$ cat config.mk
export PLATFORM = sky130hd
export DESIGN_NAME = eds_page_translation
export DESIGN_NICKNAME = d
export VERILOG_FILES = /design/src/eds_pkg.sv /design/src/eds_page_translation.sv
export SDC_FILE = /design/constraint.sdc
export NUM_CORES = 1
export LEC_CHECK = 0
export BUFFER_PORTS_ARGS = -buffer_cell sky130_fd_sc_hd__buf_2
export CORE_MARGIN = 1
export CORE_UTILIZATION = 30
export DETAILED_ROUTE_END_ITERATION = 16
export GPL_TIMING_DRIVEN = 0
export SYNTH_ARGS = -nofsm -noshare
export SYNTH_HDL_FRONTEND = slang
export SYNTH_SLANG_ARGS = --single-unit
$ cat constraint.sdc
create_clock -name sys_clk -period 2.35 [get_ports sys_clk]
set_clock_uncertainty 0.1 [all_clocks]
set_input_delay 0.5875 -clock sys_clk [delete_from_list [all_inputs] [get_ports sys_clk]]
set_output_delay 0.5875 -clock sys_clk [all_outputs]
set_load 0.005 [all_outputs]
$ cat src/eds_pkg.sv
// Package for the extended data space page translation block
package eds_pkg;
  localparam int EA_W = 16;
  localparam int PAGE_W = 10;
  localparam int XA_W = 24;
  localparam int WIN_W = 15;
  localparam logic [PAGE_W-1:0] PAGE_RESET = 10'h001;
  localparam logic [PAGE_W-1:0] PAGE_ZERO = 10'h000;
  localparam int EA_TOP = 15;
  localparam logic [EA_W-1:0] BASE_LAST = 16'h2FFF;
  localparam logic [PAGE_W-1:0] HI_PAGE_ZERO = 10'h000;
  localparam int PG_LSB_W = XA_W - WIN_W;
  localparam logic [XA_W-EA_W-1:0] XA_HI_ZERO = 8'h00;
  localparam logic [PAGE_W-1:0] PAGE_TWO = 10'h002;
  localparam logic [XA_W-1:0] PAGE_TWO_BASE = 24'h010000;

  typedef struct packed {
    logic valid;
    logic write;
    logic [EA_W-1:0] ea;
  } eds_req_s;

  typedef struct packed {
    logic valid;
    logic write;
    logic [XA_W-1:0] xaddr;
  } eds_acc_s;
endpackage

$ cat src/eds_page_translation.sv
// Extended data space page translation for core data accesses
`timescale 1ns/1ns
module eds_page_translation (
  input wire logic sys_clk,
  input wire logic rst,
  input wire eds_pkg::eds_req_s req,
  input wire logic rd_page_we,
  input wire logic wr_page_we,
  input wire logic [eds_pkg::PAGE_W-1:0] page_wdata,
  output eds_pkg::eds_acc_s acc,
  output logic addr_trap,
  output logic [eds_pkg::PAGE_W-1:0] data_read_page,
  output logic [eds_pkg::PAGE_W-1:0] data_write_page
);
  logic [eds_pkg::PAGE_W-1:0] rd_page_r, rd_page_nxt;
  logic [eds_pkg::PAGE_W-1:0] wr_page_r, wr_page_nxt;
  eds_pkg::eds_acc_s acc_r, acc_nxt;
  logic trap_r, trap_nxt;
  logic [eds_pkg::PAGE_W-1:0] sel_page;
  logic upper;

  // Top page bit falls off the 24-bit extended address
  function automatic logic [eds_pkg::XA_W-1:0] map_upper(
    input logic [eds_pkg::PAGE_W-1:0] page,
    input logic [eds_pkg::EA_W-1:0] ea);
    return {page[eds_pkg::PG_LSB_W-1:0], ea[eds_pkg::WIN_W-1:0]};
  endfunction

  function automatic logic page_ok(
    input logic [eds_pkg::PAGE_W-1:0] page);
    return page != eds_pkg::PAGE_ZERO;
  endfunction

  // Page registers; a zero write is dropped, but page 0x200 still maps the window onto page 0
  always_comb begin
    rd_page_nxt = rd_page_r;
    wr_page_nxt = wr_page_r;
    if (rd_page_we && page_ok(page_wdata)) begin
      rd_page_nxt = page_wdata;
    end
    if (wr_page_we && page_ok(page_wdata)) begin
      wr_page_nxt = page_wdata;
    end
  end

  // Translation; result is registered so address and trap share one cycle
  always_comb begin
    upper = req.ea[eds_pkg::EA_TOP];
    sel_page = req.write ? wr_page_r : rd_page_r;
    acc_nxt = '0;
    trap_nxt = 1'b0;
    if (req.valid) begin
      if (!upper) begin
        // Lower half passes through as page 0, no page register involved
        acc_nxt.valid = 1'b1;
        acc_nxt.write = req.write;
        acc_nxt.xaddr = {eds_pkg::XA_HI_ZERO, req.ea};
      end else if (!page_ok(sel_page)) begin
        trap_nxt = 1'b1;
      end else begin
        acc_nxt.valid = 1'b1;
        acc_nxt.write = req.write;
        acc_nxt.xaddr = map_upper(sel_page, req.ea);
      end
    end
  end

  always_ff @(posedge sys_clk or posedge rst) begin
    if (rst) begin
      rd_page_r <= eds_pkg::PAGE_RESET;
      wr_page_r <= eds_pkg::PAGE_RESET;
      acc_r <= '0;
      trap_r <= 1'b0;
    end else begin
      rd_page_r <= rd_page_nxt;
      wr_page_r <= wr_page_nxt;
      acc_r <= acc_nxt;
      trap_r <= trap_nxt;
    end
  end

  assign acc = acc_r;
  assign addr_trap = trap_r;
  assign data_read_page = rd_page_r;
  assign data_write_page = wr_page_r;

  // Checks
  logic [eds_pkg::PAGE_W-1:0] page_used;
  assign page_used = req.write ? wr_page_r : rd_page_r;

  low_direct_a: assert property (@(posedge sys_clk) disable iff (rst)
    req.valid && !req.ea[eds_pkg::EA_TOP] |=>
      acc.valid && acc.xaddr == {eds_pkg::XA_HI_ZERO, $past(req.ea)} &&
      !addr_trap)
    else $error("Low range access not passed directly");
  low_range_a: assert property (@(posedge sys_clk) disable iff (rst)
    req.valid && req.ea <= eds_pkg::BASE_LAST |=>
      acc.xaddr[eds_pkg::XA_W-1:eds_pkg::EA_W] == eds_pkg::XA_HI_ZERO)
    else $error("Low range left page 0");
  zero_page_a: assert property (@(posedge sys_clk) disable iff (rst)
    req.valid && req.ea[eds_pkg::EA_TOP] |=>
      !(acc.valid && acc.xaddr[eds_pkg::XA_W-1:eds_pkg::WIN_W] == '0))
    else $error("Page 0 reached through window");
  never_zero_a: assert property (@(posedge sys_clk) disable iff (rst)
    rd_page_r != eds_pkg::PAGE_ZERO && wr_page_r != eds_pkg::PAGE_ZERO)
    else $error("Page register holds zero");
  reset_val_a: assert property (@(posedge sys_clk)
    $fell(rst) |-> rd_page_r == eds_pkg::PAGE_RESET &&
      wr_page_r == eds_pkg::PAGE_RESET)
    else $error("Page registers not 0x001 after reset");
  zero_write_a: assert property (@(posedge sys_clk) disable iff (rst)
    rd_page_we && page_wdata == eds_pkg::PAGE_ZERO |=> $stable(rd_page_r))
    else $error("Zero write changed read page");
  trap_pulse_a: assert property (@(posedge sys_clk) disable iff (rst)
    addr_trap |-> !acc.valid)
    else $error("Trap with access not suppressed");
  upper_map_a: assert property (@(posedge sys_clk) disable iff (rst)
    req.valid && req.ea[eds_pkg::EA_TOP] && page_used != eds_pkg::PAGE_ZERO
    |=> acc.valid && acc.xaddr == map_upper($past(page_used), $past(req.ea)))
    else $error("Upper window mapped wrongly");
  page_sel_a: assert property (@(posedge sys_clk) disable iff (rst)
    req.valid && req.write && req.ea[eds_pkg::EA_TOP] |=>
      acc.write || addr_trap)
    else $error("Write lost its direction");

  low_cov_c: cover property (@(posedge sys_clk) disable iff (rst)
    req.valid && !req.ea[eds_pkg::EA_TOP]);
  up_rd_c: cover property (@(posedge sys_clk) disable iff (rst)
    req.valid && !req.write && req.ea[eds_pkg::EA_TOP]);
  up_wr_c: cover property (@(posedge sys_clk) disable iff (rst)
    req.valid && req.write && req.ea[eds_pkg::EA_TOP] &&
    wr_page_r != eds_pkg::PAGE_RESET);
  zero_wr_c: cover property (@(posedge sys_clk) disable iff (rst)
    wr_page_we && page_wdata == eds_pkg::PAGE_ZERO);
  same_cyc_c: cover property (@(posedge sys_clk) disable iff (rst)
    req.valid && req.ea[eds_pkg::EA_TOP] && rd_page_we);

  // Trap guard stays in even though page 0 cannot be loaded
  trap_zero_a: assert property (@(posedge sys_clk) disable iff (rst)
    req.valid && req.ea[eds_pkg::EA_TOP] && !page_ok(page_used) |=>
      addr_trap && !acc.valid)
    else $error("Zero page access not trapped");

  trap_cause_a: assert property (@(posedge sys_clk) disable iff (rst)
    addr_trap |-> $past(req.valid) && $past(req.ea[eds_pkg::EA_TOP]))
    else $error("Trap without window access");

  trap_once_a: assert property (@(posedge sys_clk) disable iff (rst)
    addr_trap && !$past(req.valid) |-> 1'b0)
    else $error("Trap held beyond one cycle");

  idle_quiet_a: assert property (@(posedge sys_clk) disable iff (rst)
    !req.valid |=> !acc.valid && !addr_trap)
    else $error("Output without request");

  rd_load_a: assert property (@(posedge sys_clk) disable iff (rst)
    rd_page_we && page_ok(page_wdata) |=> rd_page_r == $past(page_wdata))
    else $error("Read page not loaded");

  wr_load_a: assert property (@(posedge sys_clk) disable iff (rst)
    wr_page_we && page_ok(page_wdata) |=> wr_page_r == $past(page_wdata))
    else $error("Write page not loaded");

  wr_zero_a: assert property (@(posedge sys_clk) disable iff (rst)
    wr_page_we && page_wdata == eds_pkg::PAGE_ZERO |=> $stable(wr_page_r))
    else $error("Zero write changed write page");

  rd_sel_a: assert property (@(posedge sys_clk) disable iff (rst)
    req.valid && !req.write && req.ea[eds_pkg::EA_TOP] |=>
      acc.xaddr == map_upper($past(rd_page_r), $past(req.ea)))
    else $error("Read used wrong page");

  wr_sel_a: assert property (@(posedge sys_clk) disable iff (rst)
    req.valid && req.write && req.ea[eds_pkg::EA_TOP] |=>
      acc.xaddr == map_upper($past(wr_page_r), $past(req.ea)))
    else $error("Write used wrong page");

  page_two_a: assert property (@(posedge sys_clk) disable iff (rst)
    req.valid && req.ea[eds_pkg::EA_TOP] &&
    page_used == eds_pkg::PAGE_TWO |=>
      acc.xaddr[eds_pkg::XA_W-1:eds_pkg::WIN_W] ==
      eds_pkg::PAGE_TWO_BASE[eds_pkg::XA_W-1:eds_pkg::WIN_W])
    else $error("Page 2 mapped wrongly");

  rd_dir_a: assert property (@(posedge sys_clk) disable iff (rst)
    req.valid && !req.write |=> !acc.write)
    else $error("Read turned into write");
endmodule

==> results of run 1 <==
## cell type report
| cell class | count | area (um^2) |
|---|---|---|
| buffer | 6 | 31.3 |
| clock buffer | 6 | 82.6 |
| timing repair buffer | 77 | 400 |
| multi-input combinational | 92 | 602 |
| inverter | 2 | 7.51 |
| fill | 568 | 3250 |
| clock inverter | 2 | 35.0 |
| sequential | 47 | 1180 |
| tap | 72 | 90.1 |
## through the flow
step / std cells / total power, mW / cell area, um^2 / util
detailed placement: 296 / 1.15 / 2310 / 0.407
global placement: 295 / 1.14 / 2290 / 0.403
CTS: 304 / 1.76 / 2430 / 0.428
floorplan: 147 / 1.03 / 1820 / -
global route: 304 / 1.83 / 2430 / 0.428
finish: 304 / 1.74 / 2430 / 0.428
## cell usage in the layout (no fill, tap or decap)
cell	netlist	routed
buf_1	1	1
a21oi_1	1	1
nor2b_1	1	1
a22o_1	2	2
inv_2	0	1
nand2_1	19	19
dfstp_2	2	2
o22a_1	1	1
and2_1	1	1
nor4b_4	1	1
a22oi_1	1	1
dfrtp_1	45	45
clkbuf_1	3	3
mux2i_1	9	9
or4_1	1	1
o21ai_0	1	1
inv_1	2	1
nor2_1	28	28
mux2_2	17	17
or4b_1	1	1
nor4_1	4	4
buf_6	1	1
clkbuf_8	0	6
nand3_1	1	1
buf_2	1	77
buf_12	0	1
bufinv_16	0	1
clkinv_2	0	1
nor3_1	2	2
and2_0	1	1
## cells by family after synthesis
kind of cell	after synthesis	share of synthesized area
buffers and inverters	8	0.0213
multiplexers	26	0.155
AND/OR/NAND/NOR	60	0.152
AO/OA/AOI/OAI	6	0.0241
flip-flops	47	0.648
## metal layers
layer	track usage	part of all wire	wire length, um	vias up
li1	-	-	-	659
met1	0.183	0.44	1900	671
met2	0.244	0.48	2080	44
met3	0.0366	0.059	256	6
met4	0.0643	0.016	68	0
met5	0	0	0	-
## worst paths after layout
kind	endpoint	slack (ns)	cells past startpoint
setup / recovery	acc[14]	0.14	5
hold / removal	data_read_page[5]	0.18	2
setup reg to reg	acc[14]	0.14	5
hold reg to reg	data_read_page[9]	0.46	1
max in group asynchronous	acc[20]	1.47	3
min in group sys_clk	acc[2]	0.40	3
## power groups by stage
stage / registers, mW / clock network, mW / logic (mW)
3_5_place_dp: 0.927 / 0 / 0.225
4_1_cts: 0.911 / 0.625 / 0.226
3_3_place_gp: 0.925 / 0 / 0.217
2_1_floorplan: 0.925 / 0 / 0.103
5_1_grt: 0.921 / 0.658 / 0.248
6_report: 0.910 / 0.604 / 0.221
## sequential cells by signal (all words and copies together), names as in the netlist
register	cells
acc	26
addr_trap	1
data_read_page	10
data_write_page	10
==> results.toml, run 1 <==
[power]
netSwitchingFraction = 0.236
power_frac_comb = 0.127
leakagePower_nw = 1.28
internal-power_mw = 1.33
power.switching_mw = 0.410
pwr-share-clk = 0.348
seqPwrFrac = 0.525
p_per_area_nw_per_um2 = 715
peakVddDrop_uv = 201

[layout]
drive_gt1_frac = 0.466
area_delta_synth_final_pct = 33.4
fin_nets = 263
antennaDiodeCount = 0

[worst_setup_path]
cp_data_required_time_ns = 2.44
path_class = "register to register"
crit_fanout = 10
crit_path_start = "data_write_page[2]"
crit_chain = "or4b_1, o22a_1, nor4b_4, buf_6, nor2_1"
slowest_delay_ns = 0.52
r2r-start = "data_write_page[2]"
endpoint_kind = "register"
arrival_ns = 2.30
critical_path.top_delay_family = "simple AND/OR/NAND/NOR gates"
slowest_stage = "or4b_1"
crit_buf_inv = 1
crit_path_start_kind = "register"

[grt]
grt_pass1_wl_um = 6980
grt_max_degree = 30
grt_antenna_before_repair = 0
grt_pass1_vias = 1404
overflow = 0
grtUsageTotal = 0.148

[logic_synthesis]
synthTopCellsByArea = "dfrtp_1, mux2_2, nor2_1"
avgSynthCellArea_um2 = 12.4
syn-cell-area_um2 = 1820
synth_nets = 179
synthTopCellsByCount = "dfrtp_1, nor2_1, nand2_1"
syn_inst = 147
yosysTopAreaCell = "dfrtp_1"
ys_types = 25
synthFlopType = "dfrtp_1"
synth_warnings = 0
synth-seq-area-share = 0.648
synth_top_area_share = 0.619
ys_seq_elements = 47
async_flop_share = 1.00
yosysMostFrequentCell = "dfrtp_1"
synth-edff-count = 0

[clocking]
clk_pin_slew_ns = 0.09
cts_setup_buffers = 0
clkLatencyLatePin_ns = 0.30
clockBufferDepth = 2
h-tree-depth = 2
cts_root_buf = "clkbuf_8"
cts_buffers = 5
cts_resized = 0
hold_buffers = 0
numClockSinks = 47
cts_tree = "yes"

[placement]
hpwlAfterDp_um = 3260
io_buffer_count = 76
place_congestion = 0.789
pre_cts_slack_ns = -0.198

[run_status]
outcome = "complete, no violations"

[floorplan]
initial_core_util = 0.321
die_area_um2 = 6380
die_h_um = 79.9
fp.coreArea_um2 = 5680
io_pins = 79
rows = 27
die_w_um = 79.9

[routing]
drtPass1Iterations = 6
wl_per_cell_um = 14.2
routed_wl_um = 4300
drcViolationCount = 0
detail-route-antenna-nets = 0
num_vias = 1380
vias_per_cell = 4.54
drt_iter0_drc = 59

[sta]
hold_ws_ns = 0.177
hold_violations = 0
worst_slew_pin_slew_ns = 0.710
finalWorstPathRequiredPeriod_ns = 2.21
setup_viol = 0
min_period_over_period = 0.940
rsz0062_at_grt = "false"
tns_ns = 0
slew_headroom = 0.527
setup_slack_ns = 0.142
fmax_ghz = 0.453
drv_slew = 0

[min_path]
hp-class = "input port to asynchronous set/reset pin"

[run]
drv_cap = 0
(Power assumes the default switching activity.)
==> inputs of run 2 (changes only) <==
--- a/config.mk
+++ b/config.mk
@@ -10,6 +10,8 @@
 export CORE_UTILIZATION = 30
 export DETAILED_ROUTE_END_ITERATION = 16
 export GPL_TIMING_DRIVEN = 0
+export REMOVE_ABC_BUFFERS = 1
+export SLEW_MARGIN = 20
 export SYNTH_ARGS = -nofsm -noshare
 export SYNTH_HDL_FRONTEND = slang
 export SYNTH_SLANG_ARGS = --single-unit
==> constraint.sdc (replaced) <==
create_clock -name sys_clk -period 2.1 [get_ports sys_clk]
set_clock_uncertainty 0.1 [all_clocks]
set_input_delay 0.525 -clock sys_clk [delete_from_list [all_inputs] [get_ports sys_clk]]
set_output_delay 0.525 -clock sys_clk [all_outputs]
set_load 0.005 [all_outputs]
==> run 2 against run 1 <==
Effect of this change:
- first-iteration DRC count is 34% lower
- via count is 0.80% lower
- global-route usage is 0.28 points lower
- cell count is 0.66% lower
- sequential share of layout area is 0.76 points higher
- wire length is 1.0% lower
- combinational power is 12% higher
- largest cell class unchanged
==> results.toml, run 2 (synthesis results as in run 1) <==
[run_status]
outcome = "complete, no violations"

[clocking]
clockBufferDepth = 2
h-tree-depth = 2
clkLatencyLatePin_ns = 0.29
numClockSinks = 47
clk_pin_slew_ns = 0.08
cts_tree = "yes"
cts_root_buf = "clkbuf_8"
cts_buffers = 5

[routing]
drcViolationCount = 0
wl_per_cell_um = 14.1
num_vias = 1369
drtPass1Iterations = 4
routed_wl_um = 4260
detail-route-antenna-nets = 0
vias_per_cell = 4.53
drt_iter0_drc = 39

[layout]
fin_nets = 261
drive_gt1_frac = 0.465
finish.utilization = 0.421
fin_cells = 302
antennaDiodeCount = 0
area_delta_synth_final_pct = 31.4
final_cell_mix = "buf_2, dfrtp_1, nor2_1"
final_common_cell = "buf_2"
largest_reg_flops = 26
fin_area_um2 = 2390

[run]
drv_cap = 0

[floorplan]
fp.coreArea_um2 = 5680
die_area_um2 = 6380
die_h_um = 79.9
initial_core_util = 0.321
rows = 27
die_w_um = 79.9
io_pins = 79

[worst_setup_path]
r2r-start = "data_write_page[2]"
endpoint_kind = "register"
slowest_delay_ns = 0.55
critical_path.top_delay_family = "simple AND/OR/NAND/NOR gates"
path_class = "register to register"
slowest_stage = "or4b_1"
crit_chain = "or4b_1, o22a_1, nor4b_4, buf_6, nor2_1"
arrival_ns = 2.09
crit_path_start = "data_write_page[2]"
crit_fanout = 11
cp_data_required_time_ns = 2.18
crit_buf_inv = 1
crit_path_start_kind = "register"

[sta]
hold_ws_ns = 0.134
setup_viol = 0
drv_slew = 0
rsz0062_at_grt = "false"
worst_slew_pin_slew_ns = 0.515
slew_headroom = 0.657
finalWorstPathRequiredPeriod_ns = 2.01
min_period_over_period = 0.957
tns_ns = 0
hold_violations = 0
fmax_ghz = 0.497

[grt]
grt_pass1_wl_um = 6900
grt_pass1_vias = 1426
overflow = 0
grt_antenna_before_repair = 0
grtUsageTotal = 0.145
grt_max_degree = 29

[power]
peakVddDrop_uv = 244
p_per_area_nw_per_um2 = 742
leakagePower_nw = 1.26

[placement]
place_congestion = 0.693
hpwlAfterDp_um = 3050
io_buffer_count = 78
placed_cells = 292
postPlaceCellArea_um2 = 2290

[min_path]
hp-class = "input port to asynchronous set/reset pin"
## run 2: changes by cell type in the layout (fill, tap and decap cells not counted)
cell | before | now
bufinv_16 | 1 | 0
clkinv_2 | 1 | 0
buf_1 | 1 | 0
clkbuf_8 | 6 | 5
buf_4 | 0 | 2
## run 2: final timing paths
path / to / slack (ns) / depth (start not counted)
min: acc[18] / 0.13 / 2
min reg2reg: data_write_page[9] / 0.45 / 1
max in group asynchronous: acc[20] / 1.27 / 3
min in group sys_clk: acc[7] / 0.35 / 3
max: acc[10] / 0.09 / 5
max reg2reg: acc[10] / 0.09 / 5
## run 2: layout make-up
class | count | area, um^2
tap | 72 | 90.1
sequential | 47 | 1180
clock buffer | 8 | 80.1
multi-input combinational | 92 | 602
inverter | 2 | 7.51
timing repair buffer | 81 | 432
fill | 579 | 3290
## run 2: what timing repair did
item | 4_1_cts | 5_1_grt
endpoints found under the setup margin | 17 | 10
buffers inserted | 2 | 0
pin swaps | 1 | 0
gates resized for setup | 1 | 1
hold endpoints to repair | 0 | 0
hold buffers | 0 | 0
## run 2: power breakdown
| group | leakage, nW | switching [mW] | internal [mW] |
|---|---|---|---|
| Clock | 0.0395 | 0.275 | 0.237 |
| Combinational | 0.638 | 0.120 | 0.126 |
| Sequential | 0.586 | 0.0441 | 0.971 |
| Total | 1.26 | 0.439 | 1.33 |
## run 2: stage by stage
step | worst slack [ns] | power (mW)
2_1_floorplan | -0.0953 | 1.14
3_3_place_gp | -0.714 | 1.28
3_5_place_dp | -0.761 | 1.29
4_1_cts | 0.0674 | 1.81
5_1_grt | 0.0108 | 1.88
6_report | 0.0897 | 1.77
## run 2: metal layers
layer | wire [um] | global-route usage | up-vias
met5 | 0 | 0 | -
met4 | 19 | 0.0446 | 0
met3 | 366 | 0.0549 | 2
met2 | 2040 | 0.236 | 55
met1 | 1830 | 0.178 | 655
li1 | - | - | 657
==> inputs of run 3 (changes only) <==
--- a/config.mk
+++ b/config.mk
@@ -10,6 +10,7 @@
 export CORE_UTILIZATION = 30
 export DETAILED_ROUTE_END_ITERATION = 16
 export GPL_TIMING_DRIVEN = 0
+export PLACE_DENSITY = 0.64
 export REMOVE_ABC_BUFFERS = 1
 export SLEW_MARGIN = 20
 export SYNTH_ARGS = -nofsm -noshare
==> run 3 against run 2 <==
Effect of this change:
- first-iteration DRC count decreased by 38%
- non-clock buffer count unchanged
- die area unchanged
- global-route usage decreased by 0.67 points
- count of clock-buffer cells in the layout unchanged
- cell count unchanged
- register-to-register slack improved by 0.03 ns
- largest cell class unchanged
- highest routed layer unchanged
==> results.toml, run 3 (synthesis results as in run 1) <==
[run_status]
outcome = "complete, no violations"

[clocking]
clockBufferDepth = 2
cts_buffers = 5
h-tree-depth = 2
cts_tree = "yes"
numClockSinks = 47
hold_buffers = 0
clk_pin_slew_ns = 0.08
clkLatencyLatePin_ns = 0.28
cts_root_buf = "clkbuf_8"

[run]
drv_cap = 0

[layout]
final_cell_mix = "buf_2, dfrtp_1, nor2_1"
antennaDiodeCount = 0
largest_reg_flops = 26
multiInputGateArea_um2 = 602
final_common_cell = "buf_2"
seqCellArea_um2 = 1180
area_delta_synth_final_pct = 32.3
nFillCells = 566
fin_nets = 261
drive_gt1_frac = 0.474

[routing]
detail-route-antenna-nets = 0
wl_per_cell_um = 14.0
routed_wl_um = 4230
num_vias = 1366
vias_per_cell = 4.52
drtPass1Iterations = 4
drt_iter0_drc = 24
drcViolationCount = 0

[worst_setup_path]
cp_data_required_time_ns = 2.18
crit_chain = "or4b_1, o22a_1, nor4b_4, buf_4, nor2_1"
path_class = "register to register"
crit_path_start_kind = "register"
crit_fanout = 10
slowest_stage = "or4b_1"
arrival_ns = 2.06
crit_buf_inv = 1
endpoint_kind = "register"
critical_path.top_delay_family = "simple AND/OR/NAND/NOR gates"
slowest_delay_ns = 0.52

[sta]
worst_slew_pin_slew_ns = 0.491
rsz0062_at_grt = "false"
slew_headroom = 0.673
drv_slew = 0
setup_viol = 0
hold_violations = 0
setup_slack_ns = 0.124
finalWorstPathRequiredPeriod_ns = 1.98
fmax_ghz = 0.506
min_period_over_period = 0.941

[grt]
grtUsageTotal = 0.138
grt_pass1_wl_um = 6650
grt_antenna_before_repair = 0
grt_pass1_vias = 1340
grt_max_degree = 27
overflow = 0

[floorplan]
die_area_um2 = 6380
io_pins = 79
fp.coreArea_um2 = 5680
die_h_um = 79.9
rows = 27
initial_core_util = 0.321
die_w_um = 79.9

[power]
p_per_area_nw_per_um2 = 766
peakVddDrop_uv = 285
leakagePower_nw = 1.27
total_power_mw = 1.84

[placement]
hpwlAfterDp_um = 3090
io_buffer_count = 78
place_congestion = 0.702
pre_cts_slack_ns = -0.778

[min_path]
hp-class = "input port to asynchronous set/reset pin"
## run 3: cell counts in the layout (fill, tap and decap cells not counted)
No cell type changed its count.
## run 3: path summary, 6_finish.rpt
| path | start | end | slack, ns | cells after the start |
|---|---|---|---|---|
| max in group asynchronous | rst | data_read_page[0] | 1.16 | 3 |
| worst max register to register | data_write_page[2] | acc[12] | 0.12 | 5 |
| min in group sys_clk | req[14] | acc[14] | 0.35 | 3 |
| worst max-delay path | data_write_page[2] | acc[12] | 0.12 | 5 |
| worst min register to register | data_read_page[9] | data_read_page[9] | 0.46 | 1 |
| worst min-delay path | rst | acc[14] | 0.15 | 2 |
## run 3: worst reg2reg max path, delay by kind of cell, from the launching register on
family / cells / cell delay, ns
simple gates: 3 / 0.88
compound gates: 1 / 0.27
flops: 1 / 0.42
buf+inv: 1 / 0.21
## run 3: timing repair
item	in CTS	in global routing
endpoints found under the setup margin	17	0
gates resized for setup	1	0
setup buffers	2	0
## run 3: layout make-up
| type | count | share of cell area |
|---|---|---|
| sequential | 47 | 0.490 |
| multi-input combinational | 92 | 0.250 |
| timing repair buffer | 81 | 0.178 |
| clock buffer | 8 | 0.0416 |
| tap | 72 | 0.0374 |
| inverter | 2 | 0.00312 |
## run 3: per-stage QoR
stage               std cells   util  setup TNS [ns]  hold WS, ns  instance area [um^2]
floorplan                 141      -           -1.58        0.424                  1790
global placement          291  0.400          -23.58        0.433                  2270
detailed placement        292  0.403          -12.76        0.439                  2290
CTS                       302  0.424               0        0.155                  2410
global route              302  0.424               0        0.179                  2410
finish                    302  0.424               0        0.150                  2410
## run 3: report_power, final
group	internal, mW	switching, mW
sequential	0.971	0.0445
clock	0.301	0.279
combinational	0.126	0.120
total	1.40	0.444
## run 3: layer usage
| layer | global-route usage | wire length (um) | vias to the layer above |
|---|---|---|---|
| met3 | 0.0377 | 329 | 2 |
| met5 | 0 | 0 | - |
| met4 | 0.0482 | 21 | 0 |
| met2 | 0.221 | 1990 | 58 |
| met1 | 0.180 | 1890 | 647 |
| li1 | - | - | 659 |
